### config.mk
export PLATFORM = sky130hd
export DESIGN_NAME = tfa_ctrl
export DESIGN_NICKNAME = d
export VERILOG_FILES = /design/src/tfa_pkg.sv /design/src/tfa_ctrl.sv
export VERILOG_INCLUDE_DIRS = /design/src
export SDC_FILE = /design/constraint.sdc
export NUM_CORES = 1
export LEC_CHECK = 0
export CORE_ASPECT_RATIO = 1.75
export CORE_UTILIZATION = 65
export CTS_BUF_LIST = sky130_fd_sc_hd__clkbuf_4
export DETAILED_ROUTE_END_ITERATION = 8
export DONT_BUFFER_PORTS = 1
export PLACE_DENSITY = 0.82
export SYNTH_ARGS = -nofsm -noshare
export SYNTH_HDL_FRONTEND = slang
export SYNTH_SLANG_ARGS = --single-unit
### constraint.sdc
create_clock -name core_clk -period 7.6 [get_ports core_clk]
set_clock_uncertainty 0.15 [all_clocks]
set_input_delay 0.76 -clock core_clk [delete_from_list [all_inputs] [get_ports core_clk]]
set_output_delay 0.76 -clock core_clk [all_outputs]
set_load 0.03 [all_outputs]
### src/tfa_defs.svh
/*
 Constants of the T1 framing, alarm and data link control block.
 Assumes inclusion by bare name from the design module.
*/
// What this block does
// - D4 with Fs-include set counts errored Fs bits as framing errors
// - Frame 12 Fs bit counts only while secondary-yellow select is low
// - Writing reframe bit one starts an automatic frame resynchronisation
// - D4 multiframe reframe freezes signalling until multiframe sync returns
// - ESF yellow sends eight ones eight zeros, or sixteen ones, on FDL
// - D4 transmit secondary yellow forces S bit of frame 12 to one
// - D4 yellow forces bit 2 of every transmitted channel to zero
// - Transmit-all-ones control low sends all ones, framed per override
// - Loop-up control sends repeating 00001, framed per override
// - Loop-down control sends repeating 001, framed per override
// - Secondary yellow select drops frame 12 Fs; received one sets detect
// - Overhead override overlays framing bits on ones and loop patterns
// - Data link enable puts pin stream into FDL (ESF) or Fs (D4)
// - Bit message enable sends message word on ESF FDL
// - First HDLC enable routes its transmitter into ESF FDL bits
// - Second HDLC enable routes its transmitter onto channel 24
// - Transmit sync aligns multiframe to backplane channel 31 bit 0
// - Transparent mode passes unframed data both directions
// - Japanese sync control includes S bits in CRC-6
// - Second HDLC rate: high 64 Kb/s, low 56 Kb/s on channel 24
// - ESF select enables 24-frame superframe, clear means D4
`ifndef TFA_DEFS_SVH
`define TFA_DEFS_SVH
// ----------------------------------------
// Register map
// ----------------------------------------
`define TFA_ADDR_FMS 5'h10
`define TFA_ADDR_TAC 5'h11
`define TFA_ADDR_DLC 5'h12
`define TFA_ADDR_BOM 5'h13
`define TFA_RST_FMS 8'h00
`define TFA_RST_TAC 8'h10
`define TFA_RST_DLC 8'h00
`define TFA_RST_BOM 8'h00
// ----------------------------------------
// Bit positions
// ----------------------------------------
`define TFA_B_ESF 7
`define TFA_B_FSI 2
`define TFA_B_FORCE_REFRAME 1
`define TFA_B_FORCE_MULTIFRAME_RESYNC 0
`define TFA_B_ESF_YELLOW_SEND 7
`define TFA_B_TXSEC 6
`define TFA_B_D4_YELLOW_SEND 5
`define TFA_B_AON 4
`define TFA_B_LUP 3
`define TFA_B_LDN 2
`define TFA_B_SECSEL 1
`define TFA_B_OVR 0
`define TFA_B_EDL 7
`define TFA_B_BOM 6
`define TFA_B_H0 5
`define TFA_B_H1 4
`define TFA_B_TX_MULTIFRAME_ALIGN 3
`define TFA_B_TRANSPARENT_MODE 2
`define TFA_B_JTS 1
`define TFA_B_H1R 0
// ----------------------------------------
// Frame geometry
// ----------------------------------------
`define TFA_SLOT_LAST 8'd192
`define TFA_CHAN_LAST 5'd23
`define TFA_BIT_LAST 3'd7
`define TFA_YEL_BIT 3'd1
`define TFA_D4_LAST 5'd11
`define TFA_ESF_LAST 5'd23
`define TFA_LUP_LAST 3'd4
`define TFA_LDN_LAST 3'd2
`define TFA_HALF_PAT 4'd8
`define TFA_CRC_POLY 6'h03
`define TFA_FPS_PAT 6'b001011
`define TFA_FS_PAT 6'b001110
`endif

### src/tfa_pkg.sv
/*
 Types of the T1 framing, alarm and data link control block.
 Assumes nothing beyond the constants header.
*/
package tfa_pkg;
    typedef struct packed {
        logic [4:0] frame;
        logic fslot;
        logic [4:0] chan;
        logic [2:0] bitn;
    } tfa_pos_s;
    typedef struct packed {
        logic valid;
        logic is_fs;
        logic [4:0] frame;
        logic received;
        logic expected;
    } tfa_rx_fbit_s;
    typedef struct packed {
        logic esf_mode;
        logic transparent;
        logic hdlc_chan_rate;
    } tfa_mode_s;
    typedef enum logic [3:0] {
        TFA_SRC_NORMAL = 4'b0001,
        TFA_SRC_ONES = 4'b0010,
        TFA_SRC_LUP = 4'b0100,
        TFA_SRC_LDN = 4'b1000
    } tfa_src_e;
endpackage
### src/tfa_ctrl.sv
/*
 T1 framing mode, transmit alarm and data link control with the transmit
 overhead inserter. Assumes the processor port is synchronous to core_clk,
 one line bit per clock, and same-clock HDLC and receive framer logic.
*/
`timescale 1ns/1ps
`include "tfa_defs.svh"
module tfa_ctrl (
    input wire logic core_clk,
    input wire logic rst,
    input wire logic cpu_cs,
    input wire logic cpu_wr,
    input wire logic cpu_rd,
    input wire logic [4:0] cpu_addr,
    input wire logic [7:0] cpu_wdata,
    output logic [7:0] cpu_rdata,
    input wire logic data_link_in,
    input wire logic hdlc_fdl_tx_bit,
    input wire logic hdlc_chan_tx_bit,
    input wire logic backplane_data_in,
    input wire logic backplane_sync_bit,
    input wire tfa_pkg::tfa_rx_fbit_s rx_fbit,
    input wire logic rx_multiframe_sync,
    output logic line_tx_positive,
    output logic line_tx_negative,
    output tfa_pkg::tfa_pos_s tx_pos,
    output logic data_link_req,
    output logic hdlc_fdl_req,
    output logic hdlc_chan_req,
    output logic fs_error_pulse,
    output logic reframe_start,
    output logic multiframe_resync_start,
    output logic signalling_freeze,
    output logic secondary_yellow_detect,
    output tfa_pkg::tfa_mode_s mode
);
    // ----------------------------------------
    // Helpers
    // ----------------------------------------
    function automatic logic [5:0] crc6_step(input logic [5:0] c,
                                             input logic d);
        logic fb;
        fb = c[5] ^ d;
        crc6_step = {c[4:0], 1'b0} ^ (fb ? `TFA_CRC_POLY : 6'h00);
    endfunction

    // ----------------------------------------
    // Registers
    // ----------------------------------------
    logic [7:0] framing_mode_select;
    logic [7:0] transmit_alarm_control;
    logic [7:0] data_link_control;
    logic [7:0] tx_bit_message;
    logic wr_en;
    logic dl_meta;
    logic dl_sync;
    assign wr_en = cpu_cs & cpu_wr;

    always_ff @(posedge core_clk or posedge rst) begin
        if (rst) begin
            framing_mode_select <= `TFA_RST_FMS;
            transmit_alarm_control <= `TFA_RST_TAC;
            data_link_control <= `TFA_RST_DLC;
            tx_bit_message <= `TFA_RST_BOM;
        end else if (wr_en) begin
            // Written bits steer the inserter on the next slot
            unique case (cpu_addr)
                `TFA_ADDR_FMS: framing_mode_select <= cpu_wdata;
                `TFA_ADDR_TAC: transmit_alarm_control <= cpu_wdata;
                `TFA_ADDR_DLC: data_link_control <= cpu_wdata;
                `TFA_ADDR_BOM: tx_bit_message <= cpu_wdata;
                default: ;
            endcase
        end
    end

    always_ff @(posedge core_clk or posedge rst) begin
        if (rst) begin
            cpu_rdata <= 8'h00;
        end else if (cpu_cs & cpu_rd) begin
            unique case (cpu_addr)
                `TFA_ADDR_FMS: cpu_rdata <= framing_mode_select;
                `TFA_ADDR_TAC: cpu_rdata <= transmit_alarm_control;
                `TFA_ADDR_DLC: cpu_rdata <= data_link_control;
                `TFA_ADDR_BOM: cpu_rdata <= tx_bit_message;
                default: cpu_rdata <= 8'h00;
            endcase
        end
    end

    // Data link pin is asynchronous to the core clock
    always_ff @(posedge core_clk or posedge rst) begin
        if (rst) begin
            dl_meta <= 1'b0;
            dl_sync <= 1'b0;
        end else begin
            dl_meta <= data_link_in;
            dl_sync <= dl_meta;
        end
    end

    // ----------------------------------------
    // Control bits
    // ----------------------------------------
    logic esf;
    logic fs_inc;
    logic sec_sel;
    logic ovr;
    logic japan_crc_sbits;
    logic transparent;
    assign esf = framing_mode_select[`TFA_B_ESF];
    assign fs_inc = framing_mode_select[`TFA_B_FSI];
    assign sec_sel = transmit_alarm_control[`TFA_B_SECSEL];
    assign ovr = transmit_alarm_control[`TFA_B_OVR];
    assign japan_crc_sbits = data_link_control[`TFA_B_JTS];
    assign transparent = data_link_control[`TFA_B_TRANSPARENT_MODE];
    assign mode = '{esf_mode: esf, transparent: transparent,
                    hdlc_chan_rate: data_link_control[`TFA_B_H1R]};

    // ----------------------------------------
    // Frame position
    // ----------------------------------------
    logic [7:0] slot;
    logic [4:0] frame;
    logic [7:0] slot_m1;
    logic fslot;
    logic [4:0] chan;
    logic [2:0] bitn;
    logic [4:0] frame_last;
    logic frame_end;
    logic mf_end;
    assign slot_m1 = slot - 8'd1;
    assign fslot = (slot == 8'd0);
    assign chan = slot_m1[7:3];
    assign bitn = slot_m1[2:0];
    assign frame_last = esf ? `TFA_ESF_LAST : `TFA_D4_LAST;
    assign frame_end = (slot == `TFA_SLOT_LAST);
    assign mf_end = frame_end & (frame >= frame_last);

    always_ff @(posedge core_clk or posedge rst) begin
        if (rst) begin
            slot <= 8'd0;
            frame <= 5'd0;
        end else begin
            slot <= frame_end ? 8'd0 : slot + 8'd1;
            if (frame_end) begin
                // A one from channel 31 bit 0 marks the last frame
                if (data_link_control[`TFA_B_TX_MULTIFRAME_ALIGN] & backplane_sync_bit)
                    frame <= 5'd0;
                else if (frame >= frame_last)
                    frame <= 5'd0;
                else
                    frame <= frame + 5'd1;
            end
        end
    end

    always_ff @(posedge core_clk or posedge rst) begin
        if (rst) begin
            tx_pos <= '0;
        end else begin
            tx_pos <= '{frame: frame, fslot: fslot, chan: chan, bitn: bitn};
        end
    end

    // ----------------------------------------
    // Overhead bit
    // ----------------------------------------
    logic [3:0] fdl_cnt;
    logic [5:0] crc;
    logic [5:0] crc_tx;
    logic [2:0] fidx;
    logic esf_fdl;
    logic fdl_bit;
    logic f_bit;
    assign fidx = frame[4:2];
    assign esf_fdl = esf & fslot & ~frame[0];
    assign data_link_req = fslot & data_link_control[`TFA_B_EDL] &
                           (esf ? ~frame[0] : frame[0]);
    assign hdlc_fdl_req = esf_fdl & data_link_control[`TFA_B_H0] &
                          ~transmit_alarm_control[`TFA_B_ESF_YELLOW_SEND] &
                          ~data_link_control[`TFA_B_BOM];

    // FDL source priority: yellow, message, HDLC, pin, idle ones
    always_comb begin
        fdl_bit = 1'b1;
        if (transmit_alarm_control[`TFA_B_ESF_YELLOW_SEND])
            fdl_bit = japan_crc_sbits | (fdl_cnt < `TFA_HALF_PAT);
        else if (data_link_control[`TFA_B_BOM])
            fdl_bit = (fdl_cnt < `TFA_HALF_PAT) ?
                      tx_bit_message[3'd7 - fdl_cnt[2:0]] : 1'b1;
        else if (data_link_control[`TFA_B_H0])
            fdl_bit = hdlc_fdl_tx_bit;
        else if (data_link_control[`TFA_B_EDL])
            fdl_bit = dl_sync;
    end

    always_comb begin
        f_bit = 1'b0;
        if (esf) begin
            unique case (frame[1:0])
                2'd0, 2'd2: f_bit = fdl_bit;
                2'd1: f_bit = crc_tx[3'd5 - fidx];
                2'd3: f_bit = 1'(`TFA_FPS_PAT >> (3'd5 - fidx));
            endcase
        end else if (~frame[0]) begin
            f_bit = ~frame[1];
        end else if (frame == `TFA_D4_LAST &
                     transmit_alarm_control[`TFA_B_TXSEC]) begin
            f_bit = 1'b1;
        end else if (data_link_control[`TFA_B_EDL]) begin
            f_bit = dl_sync;
        end else begin
            f_bit = 1'(`TFA_FS_PAT >> (3'd5 - frame[3:1]));
        end
    end

    always_ff @(posedge core_clk or posedge rst) begin
        if (rst) begin
            fdl_cnt <= 4'd0;
        end else if (esf_fdl) begin
            fdl_cnt <= fdl_cnt + 4'd1;
        end
    end

    // ----------------------------------------
    // Payload and alarm patterns
    // ----------------------------------------
    logic payload_bit;
    logic pat_bit;
    logic tx_bit;
    logic [2:0] pat_cnt;
    logic [2:0] pat_last;
    logic h1_slot;
    tfa_pkg::tfa_src_e src;
    assign h1_slot = data_link_control[`TFA_B_H1] & ~fslot &
                     (chan == `TFA_CHAN_LAST);
    // 56 Kb/s keeps the last bit high so stuffing never hits data
    assign hdlc_chan_req = h1_slot & (data_link_control[`TFA_B_H1R] |
                           (bitn != `TFA_BIT_LAST));

    always_comb begin
        payload_bit = backplane_data_in;
        if (h1_slot)
            payload_bit = hdlc_chan_req ? hdlc_chan_tx_bit : 1'b1;
        if (transmit_alarm_control[`TFA_B_D4_YELLOW_SEND] & bitn == `TFA_YEL_BIT)
            payload_bit = 1'b0;
    end

    always_comb begin
        if (~transmit_alarm_control[`TFA_B_AON])
            src = tfa_pkg::TFA_SRC_ONES;
        else if (transmit_alarm_control[`TFA_B_LUP])
            src = tfa_pkg::TFA_SRC_LUP;
        else if (transmit_alarm_control[`TFA_B_LDN])
            src = tfa_pkg::TFA_SRC_LDN;
        else
            src = tfa_pkg::TFA_SRC_NORMAL;
    end

    assign pat_last = (src == tfa_pkg::TFA_SRC_LUP) ? `TFA_LUP_LAST :
                      `TFA_LDN_LAST;

    always_comb begin
        pat_bit = 1'b1;
        tx_bit = 1'b1;
        unique case (src)
            tfa_pkg::TFA_SRC_NORMAL: begin
                if (transparent)
                    tx_bit = backplane_data_in;
                else
                    tx_bit = fslot ? f_bit : payload_bit;
            end
            tfa_pkg::TFA_SRC_ONES: begin
                tx_bit = (ovr & fslot) ? f_bit : 1'b1;
            end
            tfa_pkg::TFA_SRC_LUP, tfa_pkg::TFA_SRC_LDN: begin
                pat_bit = (pat_cnt == pat_last);
                tx_bit = (ovr & fslot) ? f_bit : pat_bit;
            end
        endcase
    end

    // Pattern phase holds still across overlaid framing bits
    always_ff @(posedge core_clk or posedge rst) begin
        if (rst) begin
            pat_cnt <= 3'd0;
        end else if (src == tfa_pkg::TFA_SRC_NORMAL |
                     src == tfa_pkg::TFA_SRC_ONES) begin
            pat_cnt <= 3'd0;
        end else if (~(ovr & fslot)) begin
            pat_cnt <= (pat_cnt >= pat_last) ? 3'd0 : pat_cnt + 3'd1;
        end
    end

    // ----------------------------------------
    // CRC-6 over each superframe
    // ----------------------------------------
    always_ff @(posedge core_clk or posedge rst) begin
        if (rst) begin
            crc <= 6'h00;
            crc_tx <= 6'h00;
        end else if (mf_end) begin
            crc_tx <= crc6_step(crc, tx_bit);
            crc <= 6'h00;
        end else if (~fslot | japan_crc_sbits) begin
            crc <= crc6_step(crc, tx_bit);
        end
    end

    // ----------------------------------------
    // Line output, alternate mark inversion
    // ----------------------------------------
    logic mark_neg;
    always_ff @(posedge core_clk or posedge rst) begin
        if (rst) begin
            line_tx_positive <= 1'b0;
            line_tx_negative <= 1'b0;
            mark_neg <= 1'b0;
        end else begin
            line_tx_positive <= tx_bit & ~mark_neg;
            line_tx_negative <= tx_bit & mark_neg;
            mark_neg <= mark_neg ^ tx_bit;
        end
    end

    // ----------------------------------------
    // Receive framing policy
    // ----------------------------------------
    logic fs_frame12;
    assign fs_frame12 = rx_fbit.frame == `TFA_D4_LAST;

    always_ff @(posedge core_clk or posedge rst) begin
        if (rst) begin
            fs_error_pulse <= 1'b0;
            secondary_yellow_detect <= 1'b0;
        end else begin
            fs_error_pulse <= rx_fbit.valid & rx_fbit.is_fs & ~esf & fs_inc &
                              (rx_fbit.received != rx_fbit.expected) &
                              ~(fs_frame12 & sec_sel);
            if (~sec_sel)
                secondary_yellow_detect <= 1'b0;
            else if (rx_fbit.valid & rx_fbit.is_fs & fs_frame12)
                secondary_yellow_detect <= rx_fbit.received;
        end
    end

    always_ff @(posedge core_clk or posedge rst) begin
        if (rst) begin
            reframe_start <= 1'b0;
            multiframe_resync_start <= 1'b0;
            signalling_freeze <= 1'b0;
        end else begin
            reframe_start <= wr_en & (cpu_addr == `TFA_ADDR_FMS) &
                             cpu_wdata[`TFA_B_FORCE_REFRAME];
            multiframe_resync_start <= wr_en & ~cpu_wdata[`TFA_B_ESF] &
                                       (cpu_addr == `TFA_ADDR_FMS) &
                                       cpu_wdata[`TFA_B_FORCE_MULTIFRAME_RESYNC];
            // New resync wins over a sync report in the same cycle
            if (multiframe_resync_start)
                signalling_freeze <= 1'b1;
            else if (rx_multiframe_sync)
                signalling_freeze <= 1'b0;
        end
    end
endmodule // tfa_ctrl

======== Word-level counts from Yosys, hierarchy flattened ========
Index checks and enable logic that the tools add are counted.
storage, ports and cells
  register bits after elaboration ......... 96
operators by class
  bitwise logic cells ..................... 47
  reduce and logical (&&, ||, !) cells .... 10
  $lt $le $gt $ge ......................... 5
  muxes and demuxes ....................... 42
  $add $sub $neg .......................... 8
  eq/ne operators ......................... 21
  shift-type cells ........................ 2
operator list
  kind                                                        count
  case mux 8 bit (4 select lines)                             1
  AND 1 bit                                                   31
  == test 5 bit, second input constant                        5
  2-to-1 mux 1 bit                                            23
  2-to-1 mux 5 bit                                            3
  2-to-1 mux 3 bit                                            4
  2-to-1 mux 4 bit                                            3
  2-to-1 mux 6 bit                                            2
  == test 5 x 4 -> 1 bit, second input constant               2
  inverter 1 bit                                              9
  subtractor 3 bit, first input constant                      3
  adder 8 x 1 -> 8 bit, second input constant                 1
  == test 8 bit, second input constant                        1
  logical NOT 8 bit                                           1
  less-than comparator 3 x 4 -> 1 bit, second input constant  2
  2-to-1 mux 8 bit                                            1
  AND reduction 2 bit                                         4
  right shift 4 x 3 -> 1 bit, first input constant            2
  subtractor 8 x 1 -> 8 bit, second input constant            1
  binary-select mux 1 bit (select 3 bit)                      2
  case mux 1 bit (3 select lines)                             2
  XOR 6 x 2 -> 6 bit                                          1
  adder 5 x 1 -> 5 bit, second input constant                 1
  >= comparator 5 bit                                         1
  other kinds (21)                                            29

======== Longest topological paths before layout ========
Gate-level depths: netlist (run 1).
  depth after elaboration ................. 16
  mapped depth ............................ 12
  gate-level depth less buffers ........... 11

======== Least setup slack after synthesis (run 1) ========
No wires, ideal clock.
  path type ............................... register to output
  from .................................... register slot[0]
  to ...................................... output port hdlc_fdl_req
  stages on the path, launching flop included .. 7
  required time ........................... 6690 ps
  setup slack ............................. 4809 ps
  arrival ................................. 1881 ps
  cell sequence ........................... dfrtp_1 -> inv_1 -> ha_1 -> nor4b_1 -> nand2_1 -> nor3_1 -> and3_1
on the way
  word-level cells in the longest chain between the ends .. 6
RTL lines
  what                     line             source
  from (decl)              tfa_ctrl.sv:123  logic [7:0] slot;
  from (signal assigned)   tfa_ctrl.sv:145  slot <= frame_end ? 8'd0 : slot + 8'd1;
  logical NOT 8 bit        tfa_ctrl.sv:133  assign fslot = (slot == 8'd0);
  AND 1 bit (2 in series)  tfa_ctrl.sv:177  assign esf_fdl = esf & fslot & ~frame[0];
  AND 1 bit (3 in series)  tfa_ctrl.sv:180  assign hdlc_fdl_req = esf_fdl & data_link_control[`TFA_B_H0] &
  to (decl)                tfa_ctrl.sv:28   output logic hdlc_fdl_req,
No other way between the ends.

======== Worst setup path in the final report (run 1) ========
Same ends and word-level chain as after synthesis.

==> impl_metrics.ini, run 1 <==
[status]
status = finished, final reports clean

[grt]
overflow = 0
grt_max_degree = 74
grt_pass1_wl_mm = 15.8
antenna_found_initial = 0
grt_pass1_vias = 3222
track_usage = 0.289

[timing]
relSlewSlack = 0.342
final_max_slew_viol_count = 0
period_share = 0.480
hold_viol_final = 0
rsz0062_at_grt = no
whs_ps = 157
layout_min_cycle_time_ps = 3650
setup_violations = 0
fmaxAchievable_ghz = 0.274
fin_setup_tns_ps = 0
worst_pin_slew_ps = 985

[worst_setup_path]
cp_cell_sequence = inv_1, ha_1, nor4b_1, nand2_1, nor3_1, and3_1
path_max_fanout = 6
crit_buf_inv = 1
crit_path_start = slot[0]
cp.required_ps = 6690
r2r-start = slot[0]
critPathCaptureType = primary output
rrSetupSlack_ps = 4530
critPathMaxStageDelay_ps = 470
critPathArrivalTime_ps = 2740
path_delay_family = simple AND/OR/NAND/NOR gates
critPathLaunchType = register
path_class = register to primary output
cp_slowest_cell = nor3_1

[synth]
synth-seq-cells = 96
async_reset_ff_frac = 1.00
yosys-top-cells-area = dfrtp_1 (52%), mux2_2 (9.5%), ha_1 (4.6%)
syn_nets = 456
synth_edf_count = 0
synth_top_area_cell = dfrtp_1
synth_ff_type = dfrtp_1
synth_common_cells = dfrtp_1 (95), nand2_1 (43), mux2_2 (39)
synth_cell_type_count = 52
syn_avg_cell_area_um2 = 11.3
yosysWarnings = 0
yosysMostFrequentCell = dfrtp_1
syn-cell-area_mm2 = 0.00460
yosysSeqAreaShare = 0.522
synth_top_area_frac = 0.516
synth_cells = 406

[cells_and_area]
n_antenna_cell = 0
fin_area_mm2 = 0.00477
fin_nets = 453
drive_gt1_frac = 0.162
finish.utilization = 0.696
area_growth_pct = 3.67

[pwr]
p_per_area_mw_per_mm2 = 210
clockPowerShare = 0.268
p_int_mw = 0.714
power.leakage_nw = 2.19
switchingPower_mw = 0.286
irDropWorstVdd_mv = 0.133
combPwrFrac = 0.107
p_sw_frac = 0.286
pwr-share-seq = 0.625
finalPower_mw = 1.00

[floorplanning]
dieArea_mm2 = 0.00744
rows = 40
core_mm2 = 0.00686
initial_utilization = 0.671
die_x_um = 65.6
die_y_um = 113
ios = 68

[cts]
cts_sinks = 96
cts.path.max_buffers = 2
cts_tree = done
clock-root-buffer = clkbuf_4
cts_made_buffers = 9
cts_setup_buffers = 0
clk_pin_slew_ps = 140
htreeDepth = 3
clk_latency_ps = 460

[hold_path]
hold_class = input pin to register
min_from = data_link_in

[place]
port_buffers = 0
place.gp.congestion = 0.866
placed_area_mm2 = 0.00463
place_hpwl_mm = 7.29

[routing]
initialDrtViolationCount = 147
first_pass_iters = 4
post_drt_via_cell_ratio = 6.33
post_drt_wl_per_cell_um = 19.7
totalWireLength_mm = 9.70
final_antenna_net_count = 0
drc_errors = 0
vias = 3116

[run]
max-cap-violations = 0
==> what timing repair did <==
item / CTS / global route
hold buffers: 1 / 0
hold endpoints to repair: 23 / 0
gates resized for setup: 0 / 0
==> sequential cells by signal, summed over array words and instances (netlist names), 6 cells and up <==
signal	cells
tx_bit_message	8
tx_pos	14
crc_tx	6
transmit_alarm_control	8
slot	8
data_link_control	8
cpu_rdata	8
framing_mode_select	8
crc	6
==> per-layer routing <==
layer	vias to the layer above	track usage	wire, um
li1	1442	-	-
met1	1566	0.338	3670
met2	78	0.484	5230
met3	30	0.0595	416
met4	0	0.164	386
met5	-	0	0
==> cell families (layout without fill, tap and decap cells) <==
family,Yosys count,count (layout),share of synthesized area
muxes,45,45,0.114
xor gates and xnor gates,19,19,0.0362
buffers and inverters,33,35,0.0337
adders and majority gates,17,17,0.0462
AOI/OAI and AO/OA,79,79,0.117
and+or+nand+nor,117,117,0.131
DFF,96,96,0.522
==> final timing paths <==
path                                           to  depth (start not counted)
worst min-delay path                      dl_meta                          0
worst min register to register            dl_sync                          0
min in group asynchronous       signalling_freeze                          2
worst max-delay path                 hdlc_fdl_req                          6
worst max register to register           mark_neg                         11
max in group asynchronous        line_tx_negative                          3
==> power by group through the flow <==
stage	registers (mW)	logic, mW	clock network, mW
after floorplan	0.610	0.0984	0
after global placement	0.633	0.102	0
after detailed placement	0.636	0.107	0
after CTS	0.626	0.108	0.271
after global routing	0.633	0.122	0.292
final	0.626	0.107	0.268
==> layout by cell type (no fill, tap or decap), types with 9 or more instances in the layout <==
cell,instances
clkbuf_4,10
dfrtp_1,95
ha_1,17
inv_1,16
mux2_2,39
nand2_1,43
nand3_1,9
nor2_1,23
o21ai_0,29
xnor2_1,11
==> worst reg2reg max path: stages (launching register included) <==
cell and delay, ps:
dfrtp_1 460, inv_1 170, ha_1 350, xor2_1 180, nand3b_1 90, o21ai_0 120
o2111ai_1 210, or3_4 420, a311oi_4 410, inv_1 110, ha_1 290, inv_1 30
==> area by class of cell <==
type,count,area (um2)
multi-input combinational,277,2040
clock buffer,10,75.1
timing repair buffer,2,17.5
inverter,17,66.3
clock inverter,6,60.1
sequential,96,2400
fill,485,2080
tap,84,105
==> metrics by stage <==
step                std cells  worst slack, ps
floorplan                 406             4190
global placement          475             4590
detailed placement        475             4450
CTS                       492             3930
global route              492             3740
finish                    492             3950
(Power assumes the default switching activity.)
==> inputs of run 2 (changes only) <==
--- a/config.mk
+++ b/config.mk
@@ -7,11 +7,11 @@
 export NUM_CORES = 1
 export LEC_CHECK = 0
 export CORE_ASPECT_RATIO = 1.75
-export CORE_UTILIZATION = 65
+export CORE_UTILIZATION = 59
 export CTS_BUF_LIST = sky130_fd_sc_hd__clkbuf_4
 export DETAILED_ROUTE_END_ITERATION = 8
 export DONT_BUFFER_PORTS = 1
-export PLACE_DENSITY = 0.82
+export PLACE_DENSITY = 0.79
 export SYNTH_ARGS = -nofsm -noshare
 export SYNTH_HDL_FRONTEND = slang
 export SYNTH_SLANG_ARGS = --single-unit
==> constraint.sdc (replaced) <==
create_clock -name core_clk -period 3.22 [get_ports core_clk]
set_clock_uncertainty 0.15 [all_clocks]
set_input_delay 0.322 -clock core_clk [delete_from_list [all_inputs] [get_ports core_clk]]
set_output_delay 0.322 -clock core_clk [all_outputs]
set_load 0.03 [all_outputs]
==> impl_metrics.ini, run 2 (synthesis gave the netlist of run 1 again) <==
[timing]
period_share = 0.920
setup_violations = 0
fmaxAchievable_ghz = 0.338
final_max_slew_viol_count = 0
hold_viol_final = 0
relSlewSlack = 0.502
rsz0062_at_grt = no
worst_pin_slew_ps = 747
fin_setup_tns_ps = 0
layout_min_cycle_time_ps = 2960

[cells_and_area]
largest_reg_flops = 14
finish.utilization = 0.655
area_growth_pct = 7.69
largest_register = tx_pos
n_antenna_cell = 0
layout_common_cells = dfrtp_1 (95), nand2_1 (43), mux2_2 (39)
layout_commonest_cell = dfrtp_1
fin_nets = 476
drive_gt1_frac = 0.162

[status]
status = finished, final reports clean

[floorplanning]
dieArea_mm2 = 0.00817
rows = 42
core_mm2 = 0.00757
die_y_um = 119
ios = 68
die_x_um = 68.8
initial_utilization = 0.608

[pwr]
irDropWorstVdd_mv = 0.292
p_per_area_mw_per_mm2 = 458
power.leakage_nw = 2.27

[worst_setup_path]
critPathCaptureType = register
critPathMaxStageDelay_ps = 460
critPathArrivalTime_ps = 3180
cp_cell_sequence = inv_1, ha_1, xor2_1, nand3b_1, o21ai_0, o2111ai_1, or3_4, a311oi_4, inv_1, ha_1, inv_1
cp_slowest_cell = dfrtp_1
path_delay_family = compound AO/OA/AOI/OAI gates
path_max_fanout = 6
cp.required_ps = 3440
path_common_cell = inv_1
critPathLaunchType = register
crit_buf_inv = 3
path_class = register to register

[cts]
clk_latency_ps = 450
cts_tree = done
clk_pin_slew_ps = 150
htreeDepth = 3
cts.path.max_buffers = 2
cts_setup_buffers = 0
cts_sinks = 96
cts_made_buffers = 9
clock-root-buffer = clkbuf_4

[hold_path]
hold_class = input pin to register

[grt]
grt_pass1_wl_mm = 15.9
grt_max_degree = 63
antenna_found_initial = 0
overflow = 0
track_usage = 0.268
grt_pass1_vias = 3278

[routing]
final_antenna_net_count = 0
post_drt_via_cell_ratio = 6.14
drc_errors = 0
first_pass_iters = 5
post_drt_wl_per_cell_um = 18.7
initialDrtViolationCount = 184
vias = 3186
totalWireLength_mm = 9.71

[place]
place.gp.congestion = 0.815
port_buffers = 0
place_hpwl_mm = 7.10

[run]
max-cap-violations = 0
==> run 2: changes by cell type in the layout (fill, tap and decap cells not counted) <==
| cell | previous run | this run |
|---|---|---|
| dlygate4sd3_1 | 1 | 17 |
| buf_4 | 1 | 8 |
| clkinv_1 | 1 | 5 |
| bufinv_16 | 1 | 0 |
| clkbuf_4 | 10 | 9 |
| clkinv_4 | 1 | 0 |
| clkinvlp_4 | 1 | 0 |
| nor4b_1 | 1 | 0 |
| nor4b_2 | 0 | 1 |
==> run 2: layout make-up <==
type	instances	area [um2]
clock inverters	7	28.8
fillers	593	2610
inverters	17	66.3
flip-flops and latches	96	2400
repair buffers	25	230
clock buffers	9	67.6
well taps	88	110
multi-input cells	277	2050
==> run 2: per-layer routing <==
metal,global-route usage,vias to the layer above,part of all wire
met4,0.129,0,0.033
met5,0,-,0
met1,0.332,1594,0.39
met2,0.434,74,0.53
met3,0.0546,23,0.043
li1,-,1495,-
==> run 2: per-stage QoR <==
stage	hold slack, ps	cell area [um2]	cells	power (mW)	setup slack [ps]
6_report	23.5	4960	519	2.27	258
5_1_grt	39.6	4960	519	2.38	95.0
4_1_cts	12.5	4950	519	2.28	207
3_5_place_dp	203	4680	486	1.75	301
3_3_place_gp	203	4680	486	1.74	401
2_1_floorplan	181	4600	406	1.67	244
==> run 2: path summary, 6_finish.rpt <==
check / start / end / slack, ps / cells after the start
setup / recovery: slot[0] / mark_neg / 260 / 11
hold reg to reg: dl_meta / dl_sync / 260 / 0
setup reg to reg: slot[0] / mark_neg / 260 / 11
hold / removal: cpu_addr[4] / cpu_rdata[6] / 20 / 2
max in group asynchronous: rst / transmit_alarm_control[4] / 1810 / 3
min in group asynchronous: rst / tx_pos[3] / 320 / 2
==> run 2: where the power goes <==
| group | switching [mW] | leakage, nW | internal, mW |
|---|---|---|---|
| Combinational | 0.149 | 1.00 | 0.140 |
| Clock | 0.380 | 0.0571 | 0.144 |
| Sequential | 0.137 | 1.21 | 1.32 |
==> run 2: what timing repair did <==
action,4_1_cts,5_1_grt
endpoints found under the hold margin,101,0
hold buffers,17,0
setup endpoints to repair,0,1
resized for setup,0,1
